===== src/aofc_pkg.sv =====
// Summary of operation
// - Five-bit cap2 code, linear, resets to 00111.
// - Synth output needs output, bias, core enables.
// - Format bit set gives offset binary output.
// - Mode 10 DDR LVDS, 01 CMOS, 00 off.
// - DDR sends even bits rising, odd falling.
// - Pattern 000 passes converter data.
// - Pattern 111 sends LFSR pseudo-random words.
// - Pattern 110 sends eight ones, four zeros.
// - Pattern 101 sends 0101 0101 1010.
// - Pattern 100 alternates all ones, all zeros.
// - Pattern 011 alternates 0101 and 1010 words.
// - Pattern 010 ramps once per 64 clocks.
// - Ramp steps overrange and word clock bits.
// - Pattern 001 alternates custom words A, B.
// - Custom bit 11 overrange, bit 10 word clock.
// - LVDS patterns drive only enabled pins.
// - CMOS patterns drive every output pin.
// - Termination bit enables internal load.
// - Drive current codes; reserved codes not written.
// - Phase enable gates the phase step field.
// - Phase step is code times 45 degrees; default filters add 45 to even codes.
// - Phase stepping needs decimation above two.
package aofc_pkg;
  localparam logic [7:0] ADDR_CAP2   = 8'h5d;
  localparam logic [7:0] ADDR_SYNTH  = 8'h5f;
  localparam logic [7:0] ADDR_FORMAT = 8'h62;
  localparam logic [7:0] ADDR_LVDS   = 8'h63;
  localparam logic [7:0] ADDR_PHASE  = 8'h64;
  localparam logic [7:0] ADDR_PATA   = 8'h74;
  localparam logic [7:0] ADDR_PATB   = 8'h76;
  // Reset values, factory bits included.
  localparam logic [7:0] RST_CAP2    = 8'h27;
  localparam logic [7:0] RST_SYNTH   = 8'hf1;
  localparam logic [7:0] RST_FORMAT  = 8'h10;
  localparam logic [7:0] RST_LVDS    = 8'h01;
  localparam logic [7:0] RST_PHASE   = 8'h03;
  localparam logic [11:0] RST_PAT    = 12'h000;
  localparam logic [7:0] MASK_CAP2   = 8'h7f;
  localparam logic [7:0] MASK_FORMAT = 8'h7f;
  localparam int SYNTH_OUT_BIT  = 3;
  localparam int SYNTH_BIAS_BIT = 2;
  localparam int FORMAT_BIT     = 5;
  localparam int LOAD_BIT       = 3;
  localparam int PHEN_BIT       = 7;
  localparam logic [5:0] RAMP_DIV = 6'h3f;
  localparam int OVERRANGE_SHIFT  = 19;
  localparam int WORD_CLOCK_SHIFT = 18;
  localparam logic [11:0] SYNC_WORD = 12'hff0;
  localparam logic [11:0] ALT_LVDS  = 12'h55a;
  localparam logic [11:0] ALT_CMOS  = 12'h555;
  localparam logic [11:0] LFSR_SEED = 12'hfff;
  typedef enum logic [1:0] {
    AOFC_OFF  = 2'b00,
    AOFC_CMOS = 2'b01,
    AOFC_DDR  = 2'b10,
    AOFC_UNDEF = 2'b11
  } aofc_mode_t;
  typedef enum logic [2:0] {
    PAT_NORMAL = 3'b000, PAT_CUSTOM = 3'b001, PAT_RAMP = 3'b010,
    PAT_ALTC = 3'b011, PAT_ONEZ = 3'b100, PAT_ALTL = 3'b101,
    PAT_SYNC = 3'b110, PAT_PN = 3'b111
  } aofc_pat_t;
  typedef struct packed {
    logic [11:0] data;
    logic        overrange;
    logic        wordClock;
  } aofc_word_t;
endpackage


===== src/aofc_core.sv =====
// The strobed register port is this design's own decision.
`timescale 1ns/1ps
`default_nettype none
module aofc_core (
  input  wire logic        ref_clk,
  input  wire logic        rstn,
  input  wire logic [7:0]  regAddr,
  input  wire logic [7:0]  regWdata,
  input  wire logic        regWr,
  input  wire logic        regRd,
  output logic      [7:0]  regRdata,
  input  wire logic        synthCoreEnable,
  input  wire logic [11:0] adcData,
  input  wire logic        adcOverrange,
  input  wire logic        outWordClock,
  input  wire logic        lanesEnabled,
  input  wire logic        markerPairEnabled,
  input  wire logic [7:0]  decimRatio,
  input  wire logic        defaultFilters,
  output logic      [4:0]  loopCap2Select,
  output logic             synthOutActive,
  output logic             lvdsLoadEnable,
  output logic      [2:0]  lvdsDriveCurrent,
  output logic      [8:0]  clockPhaseDeg,
  output logic      [11:0] cmosData,
  output logic      [5:0]  lvdsData,
  output logic             overrangeBit,
  output logic             wordClockBit,
  output logic      [3:0]  spareTestPins,
  output logic      [11:0] dataOen,
  output logic             overrangeOen,
  output logic             wordClockOen,
  output logic      [3:0]  spareOen
);
  logic [7:0] cap2Reg, synthReg, fmtReg, lvdsReg, phaseReg;
  logic [11:0] patA, patB;
  logic [1:0] clkSync;
  logic       clkSeen;
  logic       sampleRise, sampleFall;
  logic [11:0] lfsr, ramp;
  logic [19:0] rampCount;
  logic        altSel;
  aofc_pkg::aofc_word_t nextWord, outWord;
  aofc_pkg::aofc_mode_t mode;
  aofc_pkg::aofc_pat_t  pattern;

  assign mode    = aofc_pkg::aofc_mode_t'(fmtReg[4:3]);
  assign pattern = aofc_pkg::aofc_pat_t'(fmtReg[2:0]);

  // Register writes; pattern words sit in two registers each.
  always_ff @(posedge ref_clk or negedge rstn) begin
    if (!rstn) begin
      cap2Reg  <= aofc_pkg::RST_CAP2;
      synthReg <= aofc_pkg::RST_SYNTH;
      fmtReg   <= aofc_pkg::RST_FORMAT;
      lvdsReg  <= aofc_pkg::RST_LVDS;
      phaseReg <= aofc_pkg::RST_PHASE;
      patA     <= aofc_pkg::RST_PAT;
      patB     <= aofc_pkg::RST_PAT;
    end else if (regWr) begin
      if (regAddr == aofc_pkg::ADDR_CAP2) begin
        cap2Reg <= regWdata & aofc_pkg::MASK_CAP2;
      end else if (regAddr == aofc_pkg::ADDR_SYNTH) begin
        synthReg <= regWdata;
      end else if (regAddr == aofc_pkg::ADDR_FORMAT) begin
        fmtReg <= regWdata & aofc_pkg::MASK_FORMAT;
      end else if (regAddr == aofc_pkg::ADDR_LVDS) begin
        lvdsReg <= regWdata;
      end else if (regAddr == aofc_pkg::ADDR_PHASE) begin
        phaseReg <= regWdata;
      end else if (regAddr == aofc_pkg::ADDR_PATA) begin
        patA[3:0] <= regWdata[7:4];
      end else if (regAddr == (aofc_pkg::ADDR_PATA + 8'h01)) begin
        patA[11:4] <= regWdata;
      end else if (regAddr == aofc_pkg::ADDR_PATB) begin
        patB[3:0] <= regWdata[7:4];
      end else if (regAddr == (aofc_pkg::ADDR_PATB + 8'h01)) begin
        patB[11:4] <= regWdata;
      end
    end
  end

  // Read data stands one cycle after the strobe; unmapped reads zero.
  always_ff @(posedge ref_clk or negedge rstn) begin
    if (!rstn) begin
      regRdata <= 8'h00;
    end else if (regRd) begin
      if (regAddr == aofc_pkg::ADDR_CAP2) begin
        regRdata <= cap2Reg;
      end else if (regAddr == aofc_pkg::ADDR_SYNTH) begin
        regRdata <= synthReg;
      end else if (regAddr == aofc_pkg::ADDR_FORMAT) begin
        regRdata <= fmtReg;
      end else if (regAddr == aofc_pkg::ADDR_LVDS) begin
        regRdata <= lvdsReg;
      end else if (regAddr == aofc_pkg::ADDR_PHASE) begin
        regRdata <= phaseReg;
      end else if (regAddr == aofc_pkg::ADDR_PATA) begin
        regRdata <= {patA[3:0], 4'h0};
      end else if (regAddr == (aofc_pkg::ADDR_PATA + 8'h01)) begin
        regRdata <= patA[11:4];
      end else if (regAddr == aofc_pkg::ADDR_PATB) begin
        regRdata <= {patB[3:0], 4'h0};
      end else if (regAddr == (aofc_pkg::ADDR_PATB + 8'h01)) begin
        regRdata <= patB[11:4];
      end else begin
        regRdata <= 8'h00;
      end
    end else begin
      regRdata <= 8'h00;
    end
  end

  // Analog controls are plain decodes of the stored fields; synth output also needs the core enable.
  assign loopCap2Select   = cap2Reg[4:0];
  assign synthOutActive   = synthReg[aofc_pkg::SYNTH_OUT_BIT]
                          & synthReg[aofc_pkg::SYNTH_BIAS_BIT]
                          & synthCoreEnable;
  assign lvdsLoadEnable   = lvdsReg[aofc_pkg::LOAD_BIT];
  assign lvdsDriveCurrent = lvdsReg[2:0];

  // With default filters only odd phase steps exist; even codes round up.
  always_comb begin
    clockPhaseDeg = 9'h000;
    if (phaseReg[aofc_pkg::PHEN_BIT] && decimRatio > 8'h02) begin
      clockPhaseDeg = 9'(phaseReg[6:4]) * 9'd45;
      if (defaultFilters && !phaseReg[4]) begin
        clockPhaseDeg = 9'(phaseReg[6:4]) * 9'd45 + 9'd45;
      end
    end
  end

  // The word clock arrives from outside, so it is synchronised first.
  always_ff @(posedge ref_clk or negedge rstn) begin
    if (!rstn) begin
      clkSync <= 2'b00;
      clkSeen <= 1'b0;
    end else begin
      clkSync <= {clkSync[0], outWordClock};
      clkSeen <= clkSync[1];
    end
  end
  assign sampleRise = clkSync[1] & ~clkSeen;
  assign sampleFall = ~clkSync[1] & clkSeen;

  // LFSR and A/B select advance once per sample; the ramp once per 64 clocks.
  always_ff @(posedge ref_clk or negedge rstn) begin
    if (!rstn) begin
      lfsr      <= aofc_pkg::LFSR_SEED;
      altSel    <= 1'b0;
      rampCount <= 20'h00000;
      ramp      <= 12'h000;
    end else begin
      rampCount <= rampCount + 20'h00001;
      if (rampCount[5:0] == aofc_pkg::RAMP_DIV) begin
        ramp <= ramp + 12'h001;
      end
      if (sampleRise) begin
        lfsr   <= {lfsr[10:0], lfsr[11] ^ lfsr[10] ^ lfsr[9] ^ lfsr[3]};
        altSel <= ~altSel;
      end
    end
  end

  // Source selection with the number format applied to live data.
  always_comb begin
    nextWord = '0;
    case (pattern)
      aofc_pkg::PAT_NORMAL: begin
        nextWord.data = fmtReg[aofc_pkg::FORMAT_BIT] ?
                        {~adcData[11], adcData[10:0]} : adcData;
        nextWord.overrange = adcOverrange;
        nextWord.wordClock = clkSync[1];
      end
      aofc_pkg::PAT_CUSTOM: begin
        nextWord.data      = altSel ? patB : patA;
        nextWord.overrange = nextWord.data[11];
        nextWord.wordClock = nextWord.data[10];
      end
      aofc_pkg::PAT_RAMP: begin
        nextWord.data      = ramp;
        nextWord.overrange = rampCount[aofc_pkg::OVERRANGE_SHIFT];
        nextWord.wordClock = rampCount[aofc_pkg::WORD_CLOCK_SHIFT];
      end
      aofc_pkg::PAT_ALTC: begin
        nextWord.data = altSel ? ~aofc_pkg::ALT_CMOS : aofc_pkg::ALT_CMOS;
      end
      aofc_pkg::PAT_ONEZ: begin
        nextWord.data = altSel ? 12'h000 : 12'hfff;
      end
      aofc_pkg::PAT_ALTL: nextWord.data = aofc_pkg::ALT_LVDS;
      aofc_pkg::PAT_SYNC: nextWord.data = aofc_pkg::SYNC_WORD;
      default: nextWord.data = lfsr;
    endcase
  end

  // Words are captured on the sample edge so both halves stay aligned.
  always_ff @(posedge ref_clk or negedge rstn) begin
    if (!rstn) begin
      outWord <= '0;
    end else if (sampleRise) begin
      outWord <= nextWord;
    end
  end

  // DDR lanes carry even bits in the high phase and odd bits in the low.
  always_ff @(posedge ref_clk or negedge rstn) begin
    if (!rstn) begin
      lvdsData <= 6'h00;
    end else if (sampleRise) begin
      lvdsData <= {nextWord.data[10], nextWord.data[8], nextWord.data[6],
                   nextWord.data[4], nextWord.data[2], nextWord.data[0]};
    end else if (sampleFall) begin
      lvdsData <= {outWord.data[11], outWord.data[9], outWord.data[7],
                   outWord.data[5], outWord.data[3], outWord.data[1]};
    end
  end

  assign cmosData      = outWord.data;
  assign overrangeBit  = outWord.overrange;
  assign wordClockBit  = outWord.wordClock;
  assign spareTestPins = outWord.data[3:0];

  // Enables are active low; undefined mode is held quiet as a safe choice.
  always_comb begin
    dataOen      = 12'hfff;
    overrangeOen = 1'b1;
    wordClockOen = 1'b1;
    spareOen     = 4'hf;
    if (mode == aofc_pkg::AOFC_CMOS) begin
      dataOen      = 12'h000;
      overrangeOen = ~(markerPairEnabled
                       || pattern != aofc_pkg::PAT_NORMAL);
      wordClockOen = overrangeOen;
      if (pattern != aofc_pkg::PAT_NORMAL) begin
        spareOen = 4'h0;
      end
    end else if (mode == aofc_pkg::AOFC_DDR) begin
      dataOen      = lanesEnabled ? 12'hfc0 : 12'hfff;
      overrangeOen = ~markerPairEnabled;
      wordClockOen = ~markerPairEnabled;
    end
  end

  // A write that clears the output enable must switch the synth off.
  a_synth_gate: assert property (@(posedge ref_clk) disable iff (!rstn)
    regWr && regAddr == aofc_pkg::ADDR_SYNTH
    && !regWdata[aofc_pkg::SYNTH_OUT_BIT] |=> !synthOutActive)
    else $error("synth output active after disable write");
  a_read_zero: assert property (@(posedge ref_clk) disable iff (!rstn)
    regRd && regAddr == 8'h00 |=> regRdata == 8'h00)
    else $error("unmapped read not zero");
  a_off_quiet: assert property (@(posedge ref_clk) disable iff (!rstn)
    mode == aofc_pkg::AOFC_OFF |-> (dataOen == 12'hfff && overrangeOen))
    else $error("outputs driven while off");
  a_cmos_drive: assert property (@(posedge ref_clk) disable iff (!rstn)
    mode == aofc_pkg::AOFC_CMOS && pattern != aofc_pkg::PAT_NORMAL
    |-> (spareOen == 4'h0 && !overrangeOen && !wordClockOen))
    else $error("cmos pattern pins idle");
  a_phase_gate: assert property (@(posedge ref_clk) disable iff (!rstn)
    !phaseReg[aofc_pkg::PHEN_BIT] |-> clockPhaseDeg == 9'h000)
    else $error("phase moved while disabled");
  a_sync_word: assert property (@(posedge ref_clk) disable iff (!rstn)
    sampleRise && pattern == aofc_pkg::PAT_SYNC
    |=> cmosData == aofc_pkg::SYNC_WORD)
    else $error("sync word wrong");
  a_ramp_step: assert property (@(posedge ref_clk) disable iff (!rstn)
    rampCount[5:0] != aofc_pkg::RAMP_DIV |=> $stable(ramp))
    else $error("ramp stepped early");
  a_custom_marks: assert property (@(posedge ref_clk)
    disable iff (!rstn)
    sampleRise && pattern == aofc_pkg::PAT_CUSTOM
    |=> overrangeBit == cmosData[11] && wordClockBit == cmosData[10])
    else $error("custom pattern marker bits wrong");
endmodule // aofc_core
`default_nettype wire


===== config.mk =====
export PLATFORM = sky130hd
export DESIGN_NAME = aofc_core
export DESIGN_NICKNAME = d
export VERILOG_FILES = /design/src/aofc_pkg.sv /design/src/aofc_core.sv
export SDC_FILE = /design/constraint.sdc
export NUM_CORES = 1
export LEC_CHECK = 0
export ABC_AREA = 1
export BUFFER_PORTS_ARGS = -buffer_cell sky130_fd_sc_hd__buf_2
export CORE_ASPECT_RATIO = 2
export CORE_MARGIN = 5
export CORE_UTILIZATION = 30
export CTS_BUF_LIST = sky130_fd_sc_hd__clkbuf_2
export DETAILED_ROUTE_END_ITERATION = 16
export PLACE_DENSITY = 0.49
export SYNTH_ARGS = -nofsm -noshare
export SYNTH_HDL_FRONTEND = slang
export SYNTH_SLANG_ARGS = --single-unit

===== constraint.sdc =====
create_clock -name ref_clk -period 2.8 [get_ports ref_clk]
set_input_delay 0.56 -clock ref_clk [delete_from_list [all_inputs] [get_ports ref_clk]]
set_output_delay 0.56 -clock ref_clk [all_outputs]
set_load 0.03 [all_outputs]

Word level (Yosys, flattened, before mapping) --
Index checks and enable logic that the tools add are counted.
Cells by class: $mul 1, reduce and logical (&&, ||, !) cells 16, $lt $le $gt $ge 1, equal/unequal tests 18, bitwise logic cells 21, muxes and demuxes 27, $add $sub $neg 3
Operators with widths (number):
- one-hot mux 12 bit (7 select lines) | 1
- two-way mux 8 bit | 10
- equality test 8 x 7 -> 1 bit, second input constant | 9
- two-way mux 12 bit | 5
- two-way mux 6 bit | 4
- adder 20 x 1 -> 20 bit, second input constant | 1
- two-way mux 9 bit | 2
- NOT 1 bit | 14
- adder 12 x 1 -> 12 bit, second input constant | 1
- AND reduction 10 bit | 1
- adder 9 x 6 -> 9 bit, second input constant | 1
- equality test 3 bit, second input constant | 3
- multiplier 3 x 6 -> 9 bit, second input constant | 1
- AND reduction 9 bit | 1
- > comparator 8 x 2 -> 1 bit, second input constant | 1
- two-way mux 4 bit | 2
- AND reduction 8 bit | 1
- AND reduction 7 bit | 1
- equality test 3 x 2 -> 1 bit, second input constant | 2
- equality test 6 bit, second input constant | 1
- one-hot mux 2 bit (3 select lines) | 1
- AND reduction 6 bit | 1
- AND reduction 5 bit | 1
- bitwise AND 1 bit | 4
- 14 further kinds | 18
Storage, ports and cells: register bits 138, output and inout port bits 69, bits of input ports 46, logic and storage cells 107

Longest topological paths before layout --
Gate-level depths: netlist (run 1).
depth after elaboration 11, gate-level depth with buffers 12, gate-level depth less buffers 11

Worst setup path after synthesis (run 1) --
Ideal clock, no wire load.
path type flip-flop to output port, start point reg phaseReg[5], end point out clockPhaseDeg[7], path slack -129 ps, data required time 2240 ps, buffers on the path 0, cell stages (with the launch flop) 11, arrival 2369 ps, cells stage by stage dfrtp_1 -> ha_1 -> ha_1 -> fa_1 -> a21boi_0 -> inv_1 -> nand2_1 -> nand2_1 -> nor2_1 -> nor2_1 -> nor2_1
On the way: longest elaborated chain between the ends 4
RTL lines:
- start: declaration | RTL line aofc_core.sv:35 | logic [7:0] cap2Reg, synthReg, fmtReg, lvdsReg, phaseReg;
- start signal: assignment | RTL line aofc_core.sv:57 | phaseReg <= aofc_pkg::RST_PHASE;
- start signal: assignment | RTL line aofc_core.sv:70 | phaseReg <= regWdata;
- multiplier 3 x 6 -> 9 bit * | RTL line aofc_core.sv:126, aofc_core.sv:128
- adder 9 x 6 -> 9 bit | RTL line aofc_core.sv:128 | clockPhaseDeg = 9'(phaseReg[6:4]) * 9'd45 + 9'd45;
- two-way mux 9 bit * | RTL line aofc_core.sv:127 | if (defaultFilters && !phaseReg[4]) begin
- two-way mux 9 bit * | RTL line aofc_core.sv:125 | if (phaseReg[aofc_pkg::PHEN_BIT] && decimRatio > 8'h02) begin
- end: declaration | RTL line aofc_core.sv:24 | output logic [8:0] clockPhaseDeg,
Every way passes the cells marked *; elsewhere a longest branch is shown, timed or not.

Worst setup path after layout (run 1) --
start point reg phaseReg[4], end point out clockPhaseDeg[7]
On the way: longest elaborated chain between the ends 4, elaborated cells on any way between the ends 6, classes of those cells add/sub (1); mul (1); mux (2); reduce/logical (2)
RTL lines (RTL line):
- multiplier 3 x 6 -> 9 bit / zero test 1 bit (equally long branches) | aofc_core.sv:126, aofc_core.sv:128, aofc_core.sv:127
- adder 9 x 6 -> 9 bit / logical AND 1 bit (equally long branches) | aofc_core.sv:128, aofc_core.sv:127
- two-way mux 9 bit * | aofc_core.sv:127
- two-way mux 9 bit * | aofc_core.sv:125
Marks and branches as above.

==> results of run 1 <==
-- power breakdown --
group	switching (W)	total, W	internal, W	leakage, nW
logic	0.000562	0.000837	0.000275	2.29
registers	0.0000807	0.00218	0.00210	1.76
clock network	0.000796	0.00122	0.000421	0.133
total	0.00144	0.00424	0.00280	4.18
-- cell usage in the layout, fill, tap and decap left out, drive strengths merged, types with 2 or more instances in the layout --
master	synthesis	final
nand2	231	231
buf	37	145
dfrtp	113	113
o21ai	102	102
inv	90	93
nor2	65	65
a21oi	43	43
nand3	36	36
xor2	29	29
dfstp	25	25
clkbuf	8	19
nor3	16	16
nand4	13	13
xnor2	12	12
ha	10	10
o2111ai	5	5
o22ai	5	5
clkinvlp	0	5
dlygate4sd3	0	4
clkinv	1	4
o211ai	3	3
a31oi	3	3
diode	0	2
or2	2	2
o221ai	2	2
bufinv	0	2
a21boi	2	2
a211oi	2	2
-- sequential cells by signal, summed over array words and instances (netlist names) --
name / cells
cmosData: 12
overrangeBit: 1
ramp: 12
lvdsReg: 8
clkSync: 2
regRdata: 8
phaseReg: 8
patA: 12
cap2Reg: 7
lvdsData: 6
clkSeen: 1
altSel: 1
rampCount: 20
fmtReg: 7
lfsr: 12
patB: 12
wordClockBit: 1
synthReg: 8
-- worst max-delay path, delay by kind of cell, from the launching register on --
kind            cells  cell delay (ns)
fa+ha+maj           3             0.93
compound gates      1             0.16
flops               1             0.49
simple gates        6             0.40
buf+inv             2             0.19
-- cell families (layout without fill, tap and decap cells) --
group / Yosys count / in the layout / share of synthesized area
xor+xnor: 41 / 41 / 0.04936
compound gates: 171 / 171 / 0.1314
simple gates: 365 / 365 / 0.2313
fa+ha+maj: 11 / 11 / 0.01995
buf+inv: 136 / 272 / 0.08738
flops: 138 / 138 / 0.4790
other cells: 0 / 2 / 0
mux: 1 / 1 / 0.001548
-- metrics by stage --
step / cell area, um2 / setup TNS, ns / hold WS, ns / std cells
floorplan: 7284 / -0.009198 / 0.2644 / 863
global placement: 8082 / -0.1046 / 0.3403 / 1236
detailed placement: 8082 / -0.1416 / 0.3480 / 1236
global route: 8682 / -3.583 / 0.05170 / 1288
finish: 8682 / -2.535 / 0.1171 / 1288
CTS: 8523 / -2.934 / 0.03292 / 1278
-- cell type report --
| cell class | instances | area, um2 |
|---|---|---|
| well taps | 287 | 359.1 |
| flip-flops and latches | 138 | 3492 |
| diodes | 2 | 5.005 |
| fillers | 2526 | 15240 |
| multi-input cells | 589 | 3313 |
| repair buffers | 149 | 930.9 |
| clock buffers | 19 | 95.09 |
| clock inverters | 13 | 142.6 |
| inverters | 91 | 344.1 |
-- per-layer routing --
| layer | vias up | global-route usage | routed length (um) |
|---|---|---|---|
| met2 | 109 | 0.3096 | 12410 |
| met3 | 30 | 0.03246 | 648 |
| met1 | 2877 | 0.1657 | 7780 |
| met5 | - | 0 | 0 |
| met4 | 0 | 0.07243 | 711 |
| li1 | 3037 | - | - |
-- timing repair --
action	in CTS	in global routing
pin swaps	6	10
buffers inserted	6	8
hold buffers	4	0
endpoints found under the hold margin	58	0
gates resized for setup	37	28
endpoints found under the setup margin	15	19
-- final timing paths --
check | end | slack [ns] | cells after the start | startpoint
hold reg to reg | clkSync[1]$_DFF_PN0_ | 0.39 | 0 | clkSync[0]$_DFF_PN0_
min in group asynchronous | regRdata[4]$_DFF_PN0_ | 0.29 | 2 | rstn
setup reg to reg | cmosData[11]$_DFFE_PN0P_ | 0.61 | 8 | fmtReg[1]$_DFFE_PN0P_
setup / recovery | clockPhaseDeg[7] | -0.69 | 12 | phaseReg[4]$_DFFE_PN0P_
max in group asynchronous | cap2Reg[5]$_DFFE_PN1P_ | 1.80 | 3 | rstn
hold / removal | cmosData[8]$_DFFE_PN0P_ | 0.12 | 5 | adcData[8]
==> impl_metrics.tcl, run 1 <==
set metrics [dict create \
    rows 80 \
    cp_max_fo 3 \
    syn_inst 863 \
    synth.area.top_cells "dfrtp_1 39%, nand2_1 11%, dfstp_2 9.0%" \
    grt_pass1_vias 6390 \
    yosysWarningCount 0 \
    cts.clk_slew.worst_paths_ns 0.20 \
    cts_root_buf "clkbuf_2" \
    synth_top_area_share 0.3887 \
    coreArea_um2 23920 \
    clkSinkCount 138 \
    worstSetupEndpointType "primary output" \
    synth_area_um2 7274 \
    postRouteAntennaNets 0 \
    netlist-cell-type-count 49 \
    drt_iter0_drc 292 \
    drc 0 \
    status "finished with violations" \
    drv_cap 0 \
    holdCritPathClass "in2reg" \
    finalHoldViolations 0 \
    cts_tree "done" \
    synth_seq_cells 138 \
    dpl_worst_slack_ns -0.1152 \
    synth_largest_area_cell "dfrtp_1" \
    p_leak_nw 4.175 \
    worstPathArrival_ns 2.93 \
    die_x_um 120.1 \
    rsz0062_at_grt "true" \
    cp_common_cell "nand2_1" \
    io_buffers 114 \
    track_usage 0.1619 \
    async_flop_share 1.000 \
    viasPerCell 4.700 \
    firstDrtPassIters 4 \
    fin_total_pwr_w 0.004236 \
    start_util 0.3041 \
    required_ns 2.24 \
    cp-start-kind "flop" \
    avgSynthCellArea_um2 8.429 \
    antenna_found_initial 2 \
    clk_latency_ns 0.81 \
    ios 115 \
    synth-edff-count 0 \
    synthFlopType "dfrtp_1" \
    syn_nets 920 \
    drv_slew 0 \
    final.setup_skew_ns 0.03983 \
    fmax_mhz 286.2 \
    utilization 0.3629 \
    critical_path_class "reg2out" \
    period_needed_ns 3.494 \
    violations "setup timing" \
    numCtsBuffers 17 \
    ys_seq_area_frac 0.4790 \
    tightest_slew_ns 0.6366 \
    overflow 0 \
    grt_pass1_wl_um 34310 \
    wl_per_cell_um 16.73 \
    worst_path_max_delay_cell "fa_1" \
    synth_most_common_cell "nand2_1" \
    synthTopCellsByCount "222 x nand2_1, 113 x dfrtp_1, 83 x inv_1, 83 x o21ai_0, 56 x nor2_1" \
    setup_viol 6 \
    drive_above_1_share 0.2873 \
    worstPathCellList "ha_4, ha_4, fa_1, a21boi_2, inv_1, nand2_1, nand2_1, nor2_2, nand2_1, nand2_1, nor2_2, buf_6" \
    die_h_um 230.2 \
    vias 6053 \
    dp.final_hpwl_um 16670 \
    fin_crit_sh 1.248 \
    nets 1043 \
    h-tree-depth 4 \
    powerDensity_nw_per_um2 487.8 \
    clockBufferDepth 2 \
    slew_headroom 0.5756 \
    ir_worst_vdd_uv 257.8 \
    gp_congestion 0.8266 \
    grt_max_degree 66 \
    die_area_um2 27650 \
    layout_setup_ws_ns -0.6943 \
    slowest_delay_ns 0.50 \
    drt-total-wl_um 21550 \
    synthToLayoutAreaGrowth_pct 19.35 \
]
(Power assumes the default switching activity.)
==> inputs of run 2 (changes only) <==
Settings changed: CORE_UTILIZATION 30 to 25, PLACE_DENSITY 0.49 to 0.43.
==> run 2 against run 1 <==
Die area is 19% higher. Via count is 0.28% lower. Wire length is 3.7% higher. Clock power is 3% lower. Fmax is 0.91% higher. Critical path depth is 3 lower. Cell area is 0.58% higher. Cell count is 5.4% higher. Clock skew is 0.0020 ns higher. Critical endpoint is now clockPhaseDeg[6]. Non-clock buffer count is 2 lower. The flow still finishes with violations (setup timing). Worst hold slack better by 0.0092 ns. Total power is 0.87% lower.
==> impl_metrics.tcl, run 2 (synthesized netlist as in run 1, its figures left out) <==
set metrics [dict create \
    nets 1041 \
    largest_reg_flops 20 \
    tightest_slew_ns 0.6237 \
    drt-total-wl_um 22340 \
    drc 0 \
    numCtsBuffers 17 \
    p_comb_frac 0.199 \
    num-fill-cells 3180 \
    clkSinkCount 138 \
    drv_slew 0 \
    die_h_um 251.2 \
    wl_met3_um 727 \
    h-tree-depth 4 \
    period_needed_ns 3.463 \
    holdCritPathClass "in2reg" \
    slowest_delay_ns 0.48 \
    rsz0062_at_grt "true" \
    top_register "rampCount" \
    critical_path_class "reg2out" \
    worstPathCellList "buf_6, ha_4, fa_1, xnor2_2, buf_4, o21ai_2, o21ai_1, a21oi_2, buf_6" \
    antenna_found_initial 1 \
    final.setup_skew_ns 0.04180 \
    cts_root_buf "clkbuf_2" \
    worst_path_max_delay_cell "fa_1" \
    track_usage 0.1408 \
    clockBufferDepth 2 \
    gp_congestion 0.8484 \
    final_area_um2 8732 \
    io_buffers 114 \
    die_x_um 130.6 \
    coreArea_um2 28850 \
    finalHoldViolations 0 \
    power_frac_clock 0.280 \
    violations "setup timing" \
    cts_tree "done" \
    p_leak_nw 4.172 \
    grt_pass1_vias 6380 \
    fin_total_pwr_w 0.004199 \
    placed_area_um2 8195 \
    postRouteAntennaNets 0 \
    p_int_w 0.002790 \
    wl_met1_um 8219 \
    start_util 0.2522 \
    firstDrtPassIters 5 \
    rows 88 \
    switching_share 0.3354 \
    status "finished with violations" \
    synthToLayoutAreaGrowth_pct 20.04 \
    ir_worst_vdd_uv 223.6 \
    layout_setup_ws_ns -0.6627 \
    fin_crit_sh 1.237 \
    fmax_mhz 288.8 \
    cp-start-kind "flop" \
    setup_viol 4 \
    required_ns 2.24 \
    vias 6036 \
    worstPathArrival_ns 2.90 \
    die_area_um2 32820 \
    wl_per_cell_um 16.45 \
    cp_max_fo 2 \
    slew_headroom 0.5842 \
    drive_above_1_share 0.2808 \
    power.switching_w 0.001408 \
    topRoutingLayerUsed "met4" \
    seqPwrFrac 0.521 \
    dp.final_hpwl_um 17310 \
    overflow 0 \
    worstSetupEndpointType "primary output" \
    grt_max_degree 64 \
    timing.reg2reg.setup_slack_ns 0.76 \
    grt_pass1_wl_um 35120 \
    cts.clk_slew.worst_paths_ns 0.21 \
    layout_common_cells "220 x nand2_1, 108 x dfrtp_1, 99 x buf_2" \
    dpl_worst_slack_ns -0.06012 \
    powerDensity_nw_per_um2 480.8 \
    ios 115 \
    drt_iter0_drc 314 \
    cp_common_cell "buf_6" \
    met2WireLength_um 12620 \
    viasPerCell 4.445 \
    finalSetupTns_ns -2.412 \
    final_common_cell "nand2_1" \
    clk_latency_ns 0.79 \
    drv_cap 0 \
    utilization 0.3027 \
]
run 2: cell types whose count changed in the layout (fill, tap and decap cells not counted), moves of 2 or more:
cell        previous run  this run
clkbuf_2              19        22
inv_6                  3         0
clkinv_2               2         4
clkinvlp_4             5         1
buf_4                 39        37
clkinv_1               1         3
run 2: path summary, 6_finish.rpt:
kind / startpoint / endpoint / depth (start not counted)
max in group asynchronous: rstn / ramp[3]$_DFFE_PN0N_ / 3
min in group asynchronous: rstn / patB[4]$_DFFE_PN0P_ / 2
worst max register to register: fmtReg[1]$_DFFE_PN0P_ / lvdsData[5]$_DFFE_PN0P_ / 9
worst max-delay path: phaseReg[5]$_DFFE_PN0P_ / clockPhaseDeg[6] / 9
worst min register to register: clkSync[0]$_DFF_PN0_ / clkSync[1]$_DFF_PN0_ / 0
worst min-delay path: adcData[2] / cmosData[2]$_DFFE_PN0P_ / 5
run 2: metrics by stage:
step | hold WS, ns | instances
after CTS | 0.0009339 | 1354
after global placement | 0.3523 | 1312
after global routing | 0.06535 | 1358
after detailed placement | 0.3496 | 1312
final | 0.1263 | 1358
after floorplan | 0.2644 | 863
run 2: cell type report:
cell class | count | area (um2) | area share
inverter | 91 | 344.1 | 0.03940
timing repair buffer | 147 | 909.6 | 0.1042
tap | 360 | 450.4 | 0.05158
clock buffer | 22 | 110.1 | 0.01261
multi-input combinational | 589 | 3321 | 0.3803
clock inverter | 10 | 103.9 | 0.01189
sequential | 138 | 3491 | 0.3998
antenna | 1 | 2.502 | 0.0002866
run 2: what timing repair did:
| action | CTS | global route |
|---|---|---|
| hold buffers | 4 | 0 |
| gates resized for setup | 35 | 28 |
| setup endpoints to repair | 15 | 14 |
| hold endpoints to repair | 58 | 0 |
| pin swaps | 7 | 8 |
| buffers inserted | 6 | 3 |
run 2: power groups by stage:
stage / sequential [W] / clock (W) / combinational (W)
after floorplan: 0.00228 / 0 / 0.000445
after global placement: 0.00222 / 0 / 0.000803
after detailed placement: 0.00222 / 0 / 0.000803
after CTS: 0.00219 / 0.00125 / 0.000834
after global routing: 0.00221 / 0.00132 / 0.000932
final: 0.00219 / 0.00118 / 0.000835
run 2: routing by layer:
metal,vias to the layer above,track usage
met5,-,0
met4,0,0.06590
met3,38,0.02828
met2,119,0.2630
met1,2850,0.1461
li1,3029,-
run 2: worst max-delay path: cells and delay by family (launching register included):
kind                       cells  cell delay (ns)
buffers and inverters          3             0.42
AOI/OAI and AO/OA              3             0.35
xor gates and xnor gates       1             0.17
DFF                            1             0.46
adders and majority gates      2             0.72
